$ cat src/logic/pos_pkg.sv
package pos_pkg;

    // Clock and timing base.
    localparam int CLK_PERIOD_NS = 10;
    localparam int TICK_NS = 1000000;
    localparam int TICK_CYC_DEF = (TICK_NS + CLK_PERIOD_NS - 1) / CLK_PERIOD_NS;
    localparam int DEB_MS = 10;
    localparam int QUICK_HALF_MS = 125;
    localparam int SLOW_HALF_MS = 500;
    localparam int TICK_MS = TICK_NS / 1000000;
    localparam logic [7:0] DEB_TICKS = 8'(DEB_MS / TICK_MS);
    localparam logic [9:0] QUICK_HALF_TICKS = 10'(QUICK_HALF_MS / TICK_MS);
    localparam logic [9:0] SLOW_HALF_TICKS = 10'(SLOW_HALF_MS / TICK_MS);

    // Block numbers.
    localparam logic [7:0] STOP_BLK = 8'h1c;
    localparam logic [7:0] COLD_BLK = 8'h14;
    localparam logic [7:0] MANUAL_WARM_BLK = 8'h15;
    localparam logic [7:0] AUTO_WARM_BLK = 8'h16;
    localparam logic [7:0] SF_LAST_USER_BLK = 8'h27;
    localparam logic [7:0] SF_CALLER_MIN = 8'h01;
    localparam logic [7:0] SF_CALLER_MAX = 8'h1e;

    // Selector switch positions.
    localparam logic [1:0] SEL_MIDDLE = 2'h0;
    localparam logic [1:0] SEL_COLD = 2'h1;
    localparam logic [1:0] SEL_OVERALL = 2'h2;

    typedef enum logic [3:0] {
        POS_INIT_CHECK,
        POS_INIT_CLEAR,
        POS_INIT_LIST,
        POS_ERASE,
        POS_STOP_CALL,
        POS_STOP,
        POS_START_CHECK,
        POS_START_CALL,
        POS_RUN,
        POS_HANDLER
    } pos_state_t;

    typedef enum logic [1:0] {
        POS_STOP_STEADY,
        POS_STOP_QUICK,
        POS_STOP_SLOW
    } pos_stop_t;

    typedef struct packed {
        logic req;
        logic [7:0] num;
    } pos_call_req_t;

    typedef struct packed {
        logic done;
        logic fault;
        logic present;
    } pos_call_rsp_t;

    typedef struct packed {
        logic done;
        logic ram_complete;
        logic user_mod_present;
        logic eprom_empty;
    } pos_mem_t;

    typedef struct packed {
        logic valid;
        logic stop;
        logic [7:0] blk;
    } pos_trouble_t;

    typedef struct packed {
        logic overall_reset;
        logic stop;
    } pos_pu_t;

    typedef struct packed {
        logic call;
        logic define;
        logic [7:0] num;
        logic [7:0] caller;
    } pos_blk_req_t;

    typedef struct packed {
        logic [2:0] sync;
        logic [7:0] cnt;
        logic out;
    } pos_deb_t;

endpackage

$ cat src/logic/pos_sequencer.sv
`timescale 1ns/1ps
// What this block does
// - Call the stop handler block before entering the stop state.
// - Always finish entering stop, whatever the stop handler does or lacks.
// - Blocks above 39 are special functions: callable only from callers 1 to 30, never definable.
// - Stop indicator: quick flash warning, steady normal, slow flash error.
// - Light the run indicator during cyclic execution.
// - Hold output disable and its indicator in start-up and stop.
// - Missing handler blocks never block transitions; start-up proceeds to run.
// - At power-on check memories, then clear and rebuild the block list.
// - Overall reset erases all RAM, then initializes as at power-on.
// - Initialization memory errors lead to stop with quick flashing.
// - Quick flashing requests an overall reset from the operator.
// - Automatic warm restart when previously cyclic and switches unchanged.
// - Selector at overall reset with stop-run-stop, or programmer command, resets.
// - First switch sequence requests reset with quick flash; second executes it.
// - After overall reset show steady stop and accept only cold restart.
// - Start-up errors and faults in start-up or error handlers cause stop.
// - Trouble without its stop flag calls its handler block, then resumes the interrupted program; with it, stops.
module pos_sequencer #(
    parameter int TICK_CYC = pos_pkg::TICK_CYC_DEF
) (
    // Clock and reset.
    input wire logic ref_clk_i,
    input wire logic arst_n_i,
    // Front panel switches.
    input wire logic mode_run_i,
    input wire logic [1:0] sel_i,
    // Retained power-loss context.
    input wire logic was_cyclic_i,
    input wire logic switches_unchanged_i,
    // Programming unit commands.
    input wire pos_pkg::pos_pu_t pu_i,
    // Memory check.
    output logic mem_check_req_o,
    input wire pos_pkg::pos_mem_t mem_i,
    // Block address list.
    output logic list_clear_o,
    output logic list_rebuild_req_o,
    input wire logic list_done_i,
    // RAM erase.
    output logic ram_erase_req_o,
    input wire logic ram_erase_done_i,
    // Handler block calls.
    output pos_pkg::pos_call_req_t call_o,
    input wire pos_pkg::pos_call_rsp_t call_i,
    // Execution events.
    input wire logic startup_err_i,
    input wire pos_pkg::pos_trouble_t trouble_i,
    output logic resume_o,
    // Block number checks.
    input wire pos_pkg::pos_blk_req_t blk_i,
    output logic sf_grant_o,
    output logic sf_reject_o,
    output logic def_reject_o,
    // Indicators.
    output logic stop_led_o,
    output logic run_led_o,
    output logic out_disable_o,
    output logic out_disable_led_o,
    output logic cold_only_o
);
    import pos_pkg::*;
    typedef struct packed {
        pos_state_t st;
        pos_stop_t kind;
        logic sys_req, cold_only, after_reset, seq_armed, mode_q;
        logic [31:0] tick_cnt;
        logic tick;
        logic [9:0] quick_cnt, slow_cnt;
        logic quick_ph, slow_ph;
        pos_call_req_t call;
        logic mem_check_req, list_clear, list_rebuild_req, ram_erase_req, resume;
        logic sf_grant, sf_reject, def_reject;
        logic stop_led, run_led, odis;
    } pos_reg_t;
    pos_reg_t r, r_nxt;
    logic mode_db;
    logic [1:0] sel_db;
    logic mem_err, call_over, running;
    pos_debounce #(.STABLE_TICKS(DEB_TICKS)) u_deb_mode (
        .ref_clk_i(ref_clk_i),
        .arst_n_i(arst_n_i),
        .tick_i(r.tick),
        .pin_i(mode_run_i),
        .level_o(mode_db)
    );
    for (genvar g = 0; g < 2; g++) begin : g_sel
        pos_debounce #(.STABLE_TICKS(DEB_TICKS)) u_deb_sel (
            .ref_clk_i(ref_clk_i),
            .arst_n_i(arst_n_i),
            .tick_i(r.tick),
            .pin_i(sel_i[g]),
            .level_o(sel_db[g])
        );
    end
    assign mem_err = !mem_i.ram_complete || !mem_i.user_mod_present || mem_i.eprom_empty;
    // A block that is not loaded is treated as already finished.
    assign call_over = !call_i.present || call_i.done;
    always_comb begin
        r_nxt = r;
        r_nxt.list_clear = 1'b0;
        r_nxt.resume = 1'b0;
        r_nxt.mode_q = mode_db;
        r_nxt.tick = (r.tick_cnt == 32'(TICK_CYC - 1));
        r_nxt.tick_cnt = r_nxt.tick ? 32'h0 : r.tick_cnt + 32'h1;
        if (r.tick) begin
            r_nxt.quick_cnt = r.quick_cnt + 10'h001;
            r_nxt.slow_cnt = r.slow_cnt + 10'h001;
            if (r.quick_cnt >= QUICK_HALF_TICKS - 10'h001) begin
                r_nxt.quick_cnt = 10'h000;
                r_nxt.quick_ph = !r.quick_ph;
            end
            if (r.slow_cnt >= SLOW_HALF_TICKS - 10'h001) begin
                r_nxt.slow_cnt = 10'h000;
                r_nxt.slow_ph = !r.slow_ph;
            end
        end
        r_nxt.sf_grant = blk_i.call && (blk_i.num > SF_LAST_USER_BLK) &&
            (blk_i.caller >= SF_CALLER_MIN) && (blk_i.caller <= SF_CALLER_MAX);
        r_nxt.sf_reject = blk_i.call && (blk_i.num > SF_LAST_USER_BLK) && !r_nxt.sf_grant;
        r_nxt.def_reject = blk_i.define && (blk_i.num > SF_LAST_USER_BLK);
        case (r.st)
            POS_INIT_CHECK: begin
                r_nxt.mem_check_req = 1'b1;
                if (mem_i.done) begin
                    r_nxt.mem_check_req = 1'b0;
                    if (mem_err) begin
                        r_nxt.st = POS_STOP_CALL;
                        r_nxt.kind = POS_STOP_QUICK;
                        r_nxt.sys_req = 1'b1;
                        r_nxt.after_reset = 1'b0;
                    end else begin
                        r_nxt.st = POS_INIT_CLEAR;
                    end
                end
            end
            POS_INIT_CLEAR: begin
                r_nxt.list_clear = 1'b1;
                r_nxt.st = POS_INIT_LIST;
            end
            POS_INIT_LIST: begin
                r_nxt.list_rebuild_req = 1'b1;
                if (list_done_i) begin
                    r_nxt.list_rebuild_req = 1'b0;
                    r_nxt.kind = POS_STOP_STEADY;
                    r_nxt.st = POS_STOP_CALL;
                    if (r.after_reset) begin
                        r_nxt.cold_only = 1'b1;
                        r_nxt.after_reset = 1'b0;
                    end else if (was_cyclic_i && switches_unchanged_i && mode_db) begin
                        r_nxt.st = POS_START_CHECK;
                        r_nxt.call.num = AUTO_WARM_BLK;
                    end
                end
            end
            POS_ERASE: begin
                r_nxt.ram_erase_req = 1'b1;
                if (ram_erase_done_i) begin
                    r_nxt.ram_erase_req = 1'b0;
                    r_nxt.after_reset = 1'b1;
                    r_nxt.st = POS_INIT_CHECK;
                end
            end
            POS_STOP_CALL: begin
                r_nxt.call.req = 1'b1;
                r_nxt.call.num = STOP_BLK;
                // Faults reported by the stop handler are ignored on purpose.
                if (r.call.req && call_over) begin
                    r_nxt.call.req = 1'b0;
                    r_nxt.seq_armed = 1'b0;
                    r_nxt.st = POS_STOP;
                end
            end
            POS_STOP: begin
                if (r.seq_armed && (sel_db != SEL_OVERALL)) begin
                    r_nxt.seq_armed = 1'b0;
                end
                if (pu_i.overall_reset) begin
                    r_nxt.st = POS_ERASE;
                    r_nxt.seq_armed = 1'b0;
                end else if (mode_db && !r.mode_q) begin
                    if (sel_db == SEL_OVERALL) begin
                        r_nxt.seq_armed = 1'b1;
                    end else if (!(r.kind == POS_STOP_QUICK && r.sys_req)) begin
                        // A system reset request cannot be bypassed by a start-up.
                        if (sel_db == SEL_COLD) begin
                            r_nxt.st = POS_START_CHECK;
                            r_nxt.call.num = COLD_BLK;
                        end else if (r.cold_only) begin
                            r_nxt.kind = POS_STOP_SLOW;
                        end else begin
                            r_nxt.st = POS_START_CHECK;
                            r_nxt.call.num = MANUAL_WARM_BLK;
                        end
                    end
                end else if (!mode_db && r.mode_q && r.seq_armed) begin
                    r_nxt.seq_armed = 1'b0;
                    if (r.kind == POS_STOP_QUICK) begin
                        r_nxt.st = POS_ERASE;
                    end else begin
                        r_nxt.kind = POS_STOP_QUICK;
                        r_nxt.sys_req = 1'b0;
                    end
                end
            end
            POS_START_CHECK: begin
                if (startup_err_i) begin
                    r_nxt.st = POS_STOP_CALL;
                    r_nxt.kind = POS_STOP_SLOW;
                end else begin
                    r_nxt.st = POS_START_CALL;
                    r_nxt.call.req = 1'b1;
                end
            end
            POS_START_CALL: begin
                if (call_over) begin
                    r_nxt.call.req = 1'b0;
                    if (call_i.present && call_i.fault) begin
                        r_nxt.st = POS_STOP_CALL;
                        r_nxt.kind = POS_STOP_SLOW;
                    end else begin
                        r_nxt.st = POS_RUN;
                        r_nxt.cold_only = 1'b0;
                        r_nxt.sys_req = 1'b0;
                    end
                end
            end
            POS_RUN: begin
                if (!mode_db) begin
                    r_nxt.st = POS_STOP_CALL;
                    r_nxt.kind = POS_STOP_STEADY;
                end else if (pu_i.stop) begin
                    r_nxt.st = POS_STOP_CALL;
                    r_nxt.kind = POS_STOP_SLOW;
                end else if (trouble_i.valid) begin
                    if (trouble_i.stop) begin
                        r_nxt.st = POS_STOP_CALL;
                        r_nxt.kind = POS_STOP_SLOW;
                    end else begin
                        r_nxt.st = POS_HANDLER;
                        r_nxt.call.req = 1'b1;
                        r_nxt.call.num = trouble_i.blk;
                    end
                end
            end
            POS_HANDLER: begin
                if (call_over) begin
                    r_nxt.call.req = 1'b0;
                    if (call_i.present && call_i.fault) begin
                        r_nxt.st = POS_STOP_CALL;
                        r_nxt.kind = POS_STOP_SLOW;
                    end else begin
                        r_nxt.st = POS_RUN;
                        r_nxt.resume = 1'b1;
                    end
                end
            end
            default: begin
                r_nxt.st = POS_INIT_CHECK;
            end
        endcase
        running = (r_nxt.st == POS_RUN) || (r_nxt.st == POS_HANDLER);
        r_nxt.run_led = running;
        r_nxt.odis = !running;
        r_nxt.stop_led = 1'b0;
        if (r_nxt.st == POS_STOP) begin
            case (r_nxt.kind)
                POS_STOP_QUICK: r_nxt.stop_led = r_nxt.quick_ph;
                POS_STOP_SLOW: r_nxt.stop_led = r_nxt.slow_ph;
                default: r_nxt.stop_led = 1'b1;
            endcase
        end
    end
    always_ff @(posedge ref_clk_i or negedge arst_n_i) begin
        if (!arst_n_i) begin
            r <= '0;
            r.st <= POS_INIT_CHECK;
            r.kind <= POS_STOP_STEADY;
            r.odis <= 1'b1;
        end else begin
            r <= r_nxt;
        end
    end
    assign mem_check_req_o = r.mem_check_req;
    assign list_clear_o = r.list_clear;
    assign list_rebuild_req_o = r.list_rebuild_req;
    assign ram_erase_req_o = r.ram_erase_req;
    assign call_o = r.call;
    assign resume_o = r.resume;
    assign sf_grant_o = r.sf_grant;
    assign sf_reject_o = r.sf_reject;
    assign def_reject_o = r.def_reject;
    assign stop_led_o = r.stop_led;
    assign run_led_o = r.run_led;
    assign out_disable_o = r.odis;
    assign out_disable_led_o = r.odis;
    assign cold_only_o = r.cold_only;
endmodule

$ cat src/logic/pos_debounce.sv
`timescale 1ns/1ps
module pos_debounce #(
    parameter logic [7:0] STABLE_TICKS = pos_pkg::DEB_TICKS
) (
    // Clock and reset.
    input wire logic ref_clk_i,
    input wire logic arst_n_i,
    // Timing.
    input wire logic tick_i,
    // Switch.
    input wire logic pin_i,
    output logic level_o
);
    import pos_pkg::*;

    pos_deb_t r, r_nxt;

    always_comb begin
        r_nxt = r;
        r_nxt.sync = {r.sync[1:0], pin_i};
        // Only the second and third stages are compared; the first may be metastable.
        if ((r.sync[1] == r.sync[2]) && (r.sync[2] != r.out)) begin
            if (tick_i) begin
                if (r.cnt >= STABLE_TICKS - 8'h01) begin
                    r_nxt.out = r.sync[2];
                    r_nxt.cnt = 8'h00;
                end else begin
                    r_nxt.cnt = r.cnt + 8'h01;
                end
            end
        end else begin
            r_nxt.cnt = 8'h00;
        end
    end

    always_ff @(posedge ref_clk_i or negedge arst_n_i) begin
        if (!arst_n_i) begin
            r <= '0;
        end else begin
            r <= r_nxt;
        end
    end

    assign level_o = r.out;
endmodule

$ cat config.mk
export PLATFORM = sky130hd
export DESIGN_NAME = pos_sequencer
export DESIGN_NICKNAME = d
export VERILOG_FILES = /design/src/logic/pos_pkg.sv /design/src/logic/pos_sequencer.sv /design/src/logic/pos_debounce.sv
export SDC_FILE = /design/constraint.sdc
export NUM_CORES = 1
export LEC_CHECK = 0
export BUFFER_PORTS_ARGS = -buffer_cell sky130_fd_sc_hd__buf_4
export CAP_MARGIN = 20
export CORE_ASPECT_RATIO = 1.4
export CORE_UTILIZATION = 39
export DETAILED_ROUTE_END_ITERATION = 8
export PLACE_DENSITY_LB_ADDON = 0.1
export SLEW_MARGIN = 10
export SYNTH_ARGS = -nofsm -noshare
export SYNTH_HDL_FRONTEND = slang
export SYNTH_SLANG_ARGS = --single-unit
$ cat constraint.sdc
create_clock -name ref_clk_i -period 3.73 [get_ports ref_clk_i]
set_clock_uncertainty 0.05 [all_clocks]
set_input_delay 0.1865 -clock ref_clk_i [delete_from_list [all_inputs] [get_ports ref_clk_i]]
set_output_delay 0.1865 -clock ref_clk_i [all_outputs]
set_load 0.03 [all_outputs]
==> results of run 1 <==
## worst register-to-register path: stages, from the launching register on
cell and delay [ps]:
dfrtp_1 650, nor2b_1 460, nand3b_1 320, o221ai_1 370
a221o_1 220, ha_1 170, nand2_1 60, a21oi_1 110
a21oi_1 60, a2111oi_1 400
## path summary, 6_finish.rpt
check,start,cells after the start,end,slack [ps]
worst max-delay path,r[84],9,stop_led_o,720
worst min-delay path,blk_i[14],4,def_reject_o,30
worst max register to register,r[84],9,stop_led_o,720
worst min register to register,u_deb_mode.r[9],0,u_deb_mode.r[10],290
max in group asynchronous,arst_n_i,3,u_deb_mode.r[6],2500
min in group asynchronous,arst_n_i,2,mem_check_req_o,300
## registers in the layout, indices dropped and copies added, names as in the netlist, 2 cells and up, named ones only
| register | flops |
|---|---|
| call_o | 9 |
| g_sel.u_deb_sel.r | 22 |
| u_deb_mode.r | 11 |
| g_sel.u_deb_sel.level_o | 2 |
| r | 64 |
## through the flow
stage                     worst slack (ps)  power (mW)
after floorplan                       1140        2.23
after global placement                 799        2.51
after detailed placement               735        2.51
after CTS                              721        4.23
after global routing                   361        4.40
final                                  717        4.18
## where the power goes
| part | internal [mW] | switching (mW) | total [mW] | leakage [nW] |
|---|---|---|---|---|
| Clock | 1.12 | 0.565 | 1.69 | 0.293 |
| Combinational | 0.409 | 0.552 | 0.961 | 1.61 |
| Sequential | 1.42 | 0.111 | 1.53 | 1.62 |
| Total | 2.95 | 1.23 | 4.18 | 3.52 |
## cell families (layout without fill, tap and decap cells)
group                    Yosys count  in the layout  synth area share [%]
adder cells (fa/ha/maj)           17             17                  3.35
AND/OR/NAND/NOR                  264            264                  23.3
XOR/XNOR                          38             38                  5.37
flip-flops                       122            122                  49.3
AO/OA/AOI/OAI                    113            113                  12.0
buffers and inverters             63            152                  4.71
multiplexers                      10             10                  1.98
## area by class of cell
cell class	instances	area share [%]
Sequential cell	122	40.3
Multi-Input combinational cell	442	37.7
Timing Repair Buffer	86	9.14
Clock buffer	21	5.94
Tap cell	196	3.23
Clock inverter	9	1.95
Inverter	36	1.78
## layout by cell type (no fill, tap or decap), drive strengths merged, types with 20 or more instances in the layout
master	Yosys	layout
buf	15	72
inv	36	36
nand3	22	22
dfrtp	121	121
and3	20	20
xor2	21	21
a21oi	22	22
o21ai	36	36
nor2	51	51
clkbuf	12	21
nand2	60	60
## routing by layer
| layer | vias to the layer above | GRT usage [%] |
|---|---|---|
| li1 | 2372 | - |
| met1 | 2319 | 20.3 |
| met2 | 101 | 31.3 |
| met3 | 35 | 3.49 |
| met4 | 0 | 11.6 |
| met5 | - | 0 |
==> summary.md, run 1 <==
| Metric | Value |
|---|---|
| Initial DRC Count | `208` |
| Post-synth ARST share | `between 90% and 100%` |
| Seq/Total Area, Yosys | `49.3%` |
| CP Launch Type | `flop` |
| Most numerous cell in the Yosys netlist | `dfrtp_1` |
| Placed cell areas | `slightly below 0.007 mm2` |
| Final Cycle Share | `80.8%` |
| Clk buf depth | `2` |
| Max-slew violations | `0` |
| Crit path required time | `3970 ps` |
| Worst Tran Pin Value | `1120 ps` |
| Clock sink count | `around 120` |
| Number of synthesized flops with an enable pin | `0` |
| Root buf cell | `clkbuf_16` |
| CTS Buf Count | `17` |
| Met2 wire length | `around 7000 um` |
| Worst hold path type | `in2reg` |
| Delay-heaviest family, CP | `compound AO/OA/AOI/OAI gates` |
| Fin area | `about 0.0076 mm2` |
| DRC | `0` |
| Power Density | `551 mW/mm2` |
| DIE WIDTH | `109 um` |
| Vias in the first global route | `between 4,000 and 5,000` |
| Post-layout util | `between 40% and 50%` |
| Leakage power | `3.52 nW` |
| Arrival time of the worst setup path | `approximately 3300 ps` |
| Filler Cell Count | `between 1,000 and 1,500` |
| Post-CTS setup buffer count | `0` |
| Drt wl/cell | `around 15 um` |
| Syn Inst Count | `about 630` |
| Syn_area_per_cell | `~9.9 um2` |
| Post-CTS Resized | `0` |
| Metal3 WL | `approximately 400 um` |
| Htree depth | `4` |
| Area of the core | `0.0155 mm2` |
| Skew-Pair Late Insertion Delay | `420 ps` |
| Most frequent CP cell | `a21oi_1` |
| WP buf/inv | `0` |
| Hold Vio Cnt, Final | `0` |
| Antenna fix cells | `0` |
| Final setup viols | `0` |
| YS warnings | `0` |
| Fin Hold WS | `~30 ps` |
| Yosys reg bits | `122` |
| Synthesized area | `around 0.0062 mm2` |
| Area contributors post-synth | `dfrtp_1 (49%), nand2_1 (3.6%), nor2_1 (3.1%), ha_1 (3.0%), xor2_1 (3.0%)` |
| Crit-path cells | `nor2b_1 > nand3b_1 > o221ai_1 > a221o_1 > ha_1 > nand2_1 > a21oi_1 > a21oi_1 > a2111oi_1` |
| Post-Layout Cell Count | `912` |
| Main synth FF type | `dfrtp_1` |
| Cts hold-fix bufs | `14` |
| Reg area | `between 0.003 and 0.004 mm2` |
| TNS Setup | `0 ps` |
| Final HPWL DP | `between 9000 and 10,000 um` |
| Slowest-stage cell, CP | `dfrtp_1` |
| Commonest cells post-synth | `dfrtp_1 (121), nand2_1 (60), nor2_1 (51)` |
| Share of cells above drive strength 1 | `around 17%` |
| Largest net degree at the start of global routing | `between 60 and 70` |
| Area share of the leading cell type in the synthesized netlist | `about half` |
| Crit Path Max Fanout | `16` |
| Routed wire length | `~14,000 um` |
| Port Buf Inserts | `65` |
| Vias per cell | `~5.3` |
| Netlist cell types | `72` |
| Uppermost layer routed | `met4` |
| # IOs | `69` |
| Slew headroom | `23.4%` |
| Final nets | `about 770` |
| DIE HEIGHT | `approximately 150 um` |
| Max-Cap Viols | `0` |
| VDD IR max | `roughly 320 uV` |
| Syn-to-layout area delta | `22.4%` |
| Final GP Congestion | `between 0.8 and 0.9` |
| Worst stage delay on the critical path | `between 600 and 700 ps` |
| Largest area contributor in the netlist | `dfrtp_1` |
| Routed length on met1 | `roughly 5700 um` |
| Syn_nets | `~690` |
| Total number of vias | `around 4,800` |
| Critical path class | `reg2reg` |
| Initial antenna violation count | `0` |
| Overall Global Routing Usage | `between 10% and 20%` |
| Peak Freq | `332 MHz` |
| Multi-input combinational cell area | `0.00286 mm2` |
| Final Critical Period | `~3000 ps` |
| CP Capture Type | `flop` |
| Rows | `54` |
| Placed cells | `~870` |
| Remaining Overflow, GRT | `0` |
| DIE AREA | `~0.016 mm2` |
| CTS tree | `yes` |
| Status | `complete, no violations` |
| Starting Density | `about two fifths` |
| CTS clk-pin slew, worst paths | `approximately 50 ps` |
| RSZ-0062 raised after global routing | `no` |
| First-pass GRT wire length | `approximately 23,000 um` |
| Routed Antenna Nets | `0` |
| DR pass1 iterations | `4` |
Note: power is estimated with default switching activity, not from simulation.
==> inputs of run 2 (changes only) <==
==> constraint.sdc (replaced) <==
create_clock -name ref_clk_i -period 2.8 [get_ports ref_clk_i]
set_clock_uncertainty 0.05 [all_clocks]
set_input_delay 0.14 -clock ref_clk_i [delete_from_list [all_inputs] [get_ports ref_clk_i]]
set_output_delay 0.14 -clock ref_clk_i [all_outputs]
set_load 0.03 [all_outputs]
==> summary.md, run 2 (synthesis gave the netlist of run 1 again) <==
| Metric | Value |
|---|---|
| Starting Density | `39.9% (unchanged)` |
| Total number of vias | `4,933 (+2.2%)` |
| CTS clk-pin slew, worst paths | `60 ps (about the same)` |
| Overall Global Routing Usage | `18.8% (+0.71 points)` |
| Routed length on met1 | `5910 um (+4.2%)` |
| Post-CTS setup buffer count | `0 (unchanged)` |
| Reg-to-reg endpoint | `stop_led_o` |
| Worst hold path type | `in2reg` |
| Antenna fix cells | `0 (unchanged)` |
| Rows | `54 (unchanged)` |
| Htree depth | `4 (unchanged)` |
| Arrival time of the worst setup path | `2780 ps (-470 ps)` |
| Most common cell after layout, fill and taps aside | `dfrtp_1` |
| CTS Buf Count | `17 (unchanged)` |
| Skew-Pair Late Insertion Delay | `420 ps (about the same)` |
| Filler Cell Count | `1,427 (-0.90%)` |
| Syn-to-layout area delta | `26.6%` |
| Largest net degree at the start of global routing | `55 (-19%)` |
| Root buf cell | `clkbuf_16` |
| Worst Tran Pin Value | `910 ps (-210 ps)` |
| Remaining Overflow, GRT | `0 (unchanged)` |
| Hold Vio Cnt, Final | `0 (unchanged)` |
| DR pass1 iterations | `5 (+1)` |
| Final Cycle Share | `91.6% (+11 points)` |
| Max reg flops | `64 (unchanged)` |
| First-pass GRT wire length | `23,700 um (+3.9%)` |
| Final HPWL DP | `10,300 um (+5.6%)` |
| Port Buf Inserts | `65 (unchanged)` |
| WP buf/inv | `3 (+3)` |
| # IOs | `69 (unchanged)` |
| Clk buf depth | `2 (unchanged)` |
| VDD IR max | `346 uV (+8.7%)` |
| TNS Setup | `0 ps (unchanged)` |
| Routed Antenna Nets | `0 (unchanged)` |
| DRC | `0 (unchanged)` |
| Clock sink count | `122 (unchanged)` |
| CTS tree | `yes` |
| Crit Path Max Fanout | `10 (-6)` |
| Final setup viols | `0 (unchanged)` |
| Worst stage delay on the critical path | `820 ps (+170 ps)` |
| Status | `complete, no violations` |
| Worst r2r src | `r[84]` |
| Worst reg-to-reg path cell count | `8 (-1)` |
| Drt wl/cell | `15.2 um (+1.5%)` |
| FF-to-FF setup slack | `240 ps (-480 ps)` |
| Largest Register | `r` |
| DIE HEIGHT | `151 um (unchanged)` |
| Final Critical Period | `2560 ps (-449 ps)` |
| Vias per cell | `5.25 (-0.74%)` |
| Multi-input combinational cell area | `0.00289 mm2 (+1.3%)` |
| Hold depth | `4 (unchanged)` |
| Critical path class | `reg2reg` |
| Delay-heaviest family, CP | `compound AO/OA/AOI/OAI gates` |
| Most frequent CP cell | `buf_4` |
| Peak Freq | `390 MHz (+18%)` |
| Final GP Congestion | `0.867 (-0.73%)` |
| Uppermost layer routed | `met4` |
| CP Capture Type | `flop` |
| Initial antenna violation count | `0 (unchanged)` |
| Max-Cap Viols | `0 (unchanged)` |
| CP Launch Type | `flop` |
| Reg area | `0.00306 mm2 (+0.12%)` |
| Slowest-stage cell, CP | `a2111oi_0` |
| Metal3 WL | `430 um (+5.4%)` |
| Share of cells above drive strength 1 | `20.7% (+4.0 points)` |
| Power Density | `733 mW/mm2 (+33%)` |
| Leakage power | `3.65 nW (+3.6%)` |
| Area of the core | `0.0155 mm2 (unchanged)` |
| Final nets | `792 (+3.3%)` |
| Crit-path cells | `buf_4 > nor2b_1 > buf_4 > nand4b_1 > nand3b_1 > a2111oi_0 > buf_4 > a2111oi_2` |
| Slew headroom | `37.8% (+14 points)` |
| DIE WIDTH | `109 um (unchanged)` |
| Met2 wire length | `7410 um (+5.9%)` |
| Fin Hold WS | `25.2 ps (-5.66 ps)` |
| Initial DRC Count | `228 (+9.6%)` |
| Hold path start | `trouble_i[0]` |
| Vias in the first global route | `4,926 (+1.7%)` |
| Crit path required time | `3020 ps (-950 ps)` |
| Post-layout util | `50.5% (+1.7 points)` |
| Design Power | `5.75 mW (+38%)` |
| WHS Endpoint | `call_o[0]` |
| Commonest cells after routing, fill and taps aside | `dfrtp_1 (118), buf_4 (91), nand2_1 (60)` |
| Max-slew violations | `0 (unchanged)` |
| DIE AREA | `0.0164 mm2 (unchanged)` |
| Routed wire length | `14,300 um (+4.5%)` |
| Biggest regs | `r (64), g_sel.u_deb_sel.r (22), u_deb_mode.r (11)` |
| RSZ-0062 raised after global routing | `no` |
## run 2: power breakdown
group / internal [mW] / switching [mW]
registers: 1.90 / 0.126
clock network: 1.42 / 0.820
logic: 0.660 / 0.824
## run 2: area by class of cell
type	instances	share of cell area [%]
Timing Repair Buffer	111	11.5
Clock buffer	18	5.60
Multi-Input combinational cell	442	36.9
Inverter	36	1.72
Tap cell	196	3.13
Sequential cell	122	39.0
Clock inverter	14	2.17
## run 2: what timing repair did
action | 4_1_cts | 5_1_grt
resized for setup | 0 | 10
setup endpoints to repair | 0 | 1
hold endpoints to repair | 68 | 0
hold buffers | 18 | 0
## run 2: stage by stage
step	setup slack, ps	cells	instance area, um2
after detailed placement	175	889	7010
after floorplan	214	627	6200
final	236	939	7840
after global placement	179	889	7010
after CTS	156	939	7800
after global routing	35.9	939	7840
## run 2: worst reg2reg max path, delay by kind of cell (launching register included)
kind | cells | cell delay [ps]
buf+inv | 3 | 610
flops | 1 | 460
simple gates | 3 | 430
compound gates | 2 | 860
## run 2: worst max-delay path by stage
stage,from,end,depth (start not counted)
after floorplan,r[83],stop_led_o,11
after global placement,r[84],stop_led_o,11
after detailed placement,r[84],call_o[1],7
after CTS,r[84],call_o[1],7
after global routing,u_deb_mode.level_o,stop_led_o,11
final,r[84],stop_led_o,8
## run 2: per-layer routing
| metal | up-vias | global-route usage [%] |
|---|---|---|
| met1 | 2385 | 20.6 |
| met3 | 29 | 3.79 |
| met5 | - | 0 |
| li1 | 2420 | - |
| met2 | 99 | 33.5 |
| met4 | 0 | 10.7 |
==> inputs of run 3 (changes only) <==
--- a/config.mk
+++ b/config.mk
@@ -8,7 +8,7 @@
 export BUFFER_PORTS_ARGS = -buffer_cell sky130_fd_sc_hd__buf_4
 export CAP_MARGIN = 20
 export CORE_ASPECT_RATIO = 1.4
-export CORE_UTILIZATION = 39
+export CORE_UTILIZATION = 55
 export DETAILED_ROUTE_END_ITERATION = 8
 export PLACE_DENSITY_LB_ADDON = 0.1
 export SLEW_MARGIN = 10
==> summary.md, run 3 (synthesis gave the netlist of run 1 again) <==
| Metric | Value |
|---|---|
| Peak Freq | `382 MHz (-2.0%)` |
| Routed wire length | `13,800 um (-3.3%)` |
| Skew-Pair Late Insertion Delay | `410 ps (about the same)` |
| Largest net degree at the start of global routing | `48 (-13%)` |
| DRC | `0 (unchanged)` |
| First-pass GRT wire length | `23,400 um (-1.2%)` |
| DIE AREA | `0.0117 mm2 (-29%)` |
| Most common cell after layout, fill and taps aside | `dfrtp_1` |
| WHS Endpoint | `call_o[8]` |
| Status | `complete, no violations` |
| Critical path class | `reg2reg` |
| Power Density | `749 mW/mm2 (+2.2%)` |
| DIE HEIGHT | `128 um (-16%)` |
| Hold path start | `startup_err_i` |
| Hold depth | `4 (unchanged)` |
| Hold Vio Cnt, Final | `0 (unchanged)` |
| Syn-to-layout area delta | `25.4%` |
| Final GP Congestion | `0.904 (+4.2%)` |
| Arrival time of the worst setup path | `2850 ps (+70 ps)` |
| Worst reg-to-reg path cell count | `10 (+2)` |
| Crit Path Max Fanout | `9 (-1)` |
| Post-layout util | `71.1% (+21 points)` |
| Largest Register | `r` |
| Rows | `45 (-17%)` |
| Remaining Overflow, GRT | `0 (unchanged)` |
| Commonest cells after routing, fill and taps aside | `dfrtp_1 (118), buf_4 (88), nand2_1 (60)` |
| Biggest regs | `r (64), g_sel.u_deb_sel.r (22), u_deb_mode.r (11)` |
| Antenna fix cells | `0 (unchanged)` |
| Starting Density | `56.7% (+17 points)` |
| Slew headroom | `52.4% (+15 points)` |
| Vias in the first global route | `5,001 (+1.5%)` |
| Total number of vias | `4,966 (+0.67%)` |
| Initial antenna violation count | `0 (unchanged)` |
| Setup WS pre-CTS | `82.5 ps (-92.5 ps)` |
| Worst r2r src | `r[82]` |
| CTS Buf Count | `17 (unchanged)` |
| Seq pwr share | `34.7% (-0.5 points)` |
| CTS tree | `yes` |
| Max-Cap Viols | `0 (unchanged)` |
| Design Power | `5.82 mW (+1.2%)` |
| Worst hold path type | `in2reg` |
| Crit path required time | `3030 ps (about the same)` |
| RSZ-0062 raised after global routing | `no` |
| DR pass1 iterations | `4 (-1)` |
| Root buf cell | `clkbuf_16` |
| DIE WIDTH | `91.7 um (-15%)` |
| Combinational Power Share | `25.3% (-0.5 points)` |
| CP Capture Type | `flop` |
| Switching Share | `29.1% (-1.7 points)` |
| Drt wl/cell | `15.7 um (+3.2%)` |
| Vias per cell | `5.64 (+7.4%)` |
| # IOs | `69 (unchanged)` |
| Clock sink count | `122 (unchanged)` |
| CTS clk-pin slew, worst paths | `60 ps (about the same)` |
| Area of the core | `0.0109 mm2 (-30%)` |
| Worst Tran Pin Value | `708 ps (-201 ps)` |
| Fin Hold WS | `17.0 ps (-8.19 ps)` |
| Htree depth | `4 (unchanged)` |
| Multi-input combinational cell area | `0.00288 mm2 (-0.39%)` |
| Final nets | `788 (-0.51%)` |
| Final setup margin | `185 ps (-51.4 ps)` |
| Final HPWL DP | `9970 um (-3.6%)` |
| Leakage power | `3.65 nW (about the same)` |
| TNS Setup | `0 ps (unchanged)` |
| VDD IR max | `473 uV (+37%)` |
| Clk buf depth | `2 (unchanged)` |
| Max reg flops | `64 (unchanged)` |
| Final setup viols | `0 (unchanged)` |
| Internal | `4.13 mW (+3.7%)` |
| Reg area | `0.00306 mm2 (unchanged)` |
| Clock share of power | `40.0% (+1.0 points)` |
| Overall Global Routing Usage | `25.5% (+6.6 points)` |
| Reg-to-reg endpoint | `stop_led_o` |
| Final Cycle Share | `93.4% (+1.8 points)` |
| Share of cells above drive strength 1 | `20.2% (-0.56 points)` |
| Routed Antenna Nets | `0 (unchanged)` |
| Final Critical Period | `2620 ps (+51.4 ps)` |
| Filler Cell Count | `863 (-40%)` |
| Port Buf Inserts | `65 (unchanged)` |
| Initial DRC Count | `197 (-14%)` |
| FF-to-FF setup slack | `180 ps (-50 ps)` |
| Psw | `1.69 mW (-4.4%)` |
| CP Launch Type | `flop` |
| Max-slew violations | `0 (unchanged)` |
==> run 3: cell types whose count changed in the layout (fill, tap and decap cells not counted), moves of 2 or more <==
cell,before,now
clkbuf_8,1,3
buf_4,91,88
dlygate4sd3_1,18,16
clkinv_4,2,0
==> run 3: stage by stage <==
stage / instance area, um2 / cells
3_3_place_gp: 6920 / 831
4_1_cts: 7720 / 879
2_1_floorplan: 6200 / 627
6_report: 7770 / 880
5_1_grt: 7770 / 880
3_5_place_dp: 6920 / 831
==> run 3: layout make-up <==
| cell class | count | area share (%) |
|---|---|---|
| clock buffers | 21 | 6.06 |
| clock inverters | 11 | 2.14 |
| inverters | 36 | 1.74 |
| multi-input cells | 442 | 37.1 |
| flip-flops and latches | 122 | 39.4 |
| well taps | 141 | 2.27 |
| repair buffers | 107 | 11.3 |
==> run 3: worst max path at each step <==
| stage | startpoint | end | slack (ps) | cells after the start |
|---|---|---|---|---|
| finish | r[82] | stop_led_o | 180 | 10 |
| detailed placement | u_deb_mode.level_o | stop_led_o | 80 | 9 |
| CTS | u_deb_mode.level_o | stop_led_o | 40 | 9 |
| global placement | r[84] | stop_led_o | 190 | 11 |
| floorplan | r[83] | stop_led_o | 210 | 11 |
| global route | r[82] | stop_led_o | 0.4 | 10 |
==> run 3: metal layers <==
| layer | part of all wire [%] | track usage (%) | routed length [um] |
|---|---|---|---|
| met5 | 0 | 0 | 0 |
| met1 | 41 | 28.9 | 5640 |
| met4 | 3.8 | 12.4 | 529 |
| met3 | 3.4 | 5.48 | 468 |
| met2 | 52 | 45.4 | 7150 |
==> run 3: critical path: stages, from the launching register on <==
cell and delay, ps:
dfrtp_2 470, or4b_4 560, nor2_1 150, a21oi_1 110, a32oi_1 280, or3_1 170, ha_1 190, a31oi_1 80
nand2_1 70, a21oi_1 40, a2111oi_1 340
==> run 3: power groups by stage <==
stage,registers (mW),logic [mW],clock network [mW]
2_1_floorplan,2.08,0.887,0
3_3_place_gp,2.05,1.41,0
3_5_place_dp,2.05,1.41,0
4_1_cts,2.02,1.44,2.36
5_1_grt,2.04,1.61,2.44
6_report,2.02,1.47,2.33
==> run 3: what timing repair did <==
item,4_1_cts,5_1_grt
hold buffers,16,0
setup buffers,0,1
resized for setup,0,7
endpoints found under the setup margin,0,1
hold endpoints to repair,58,0
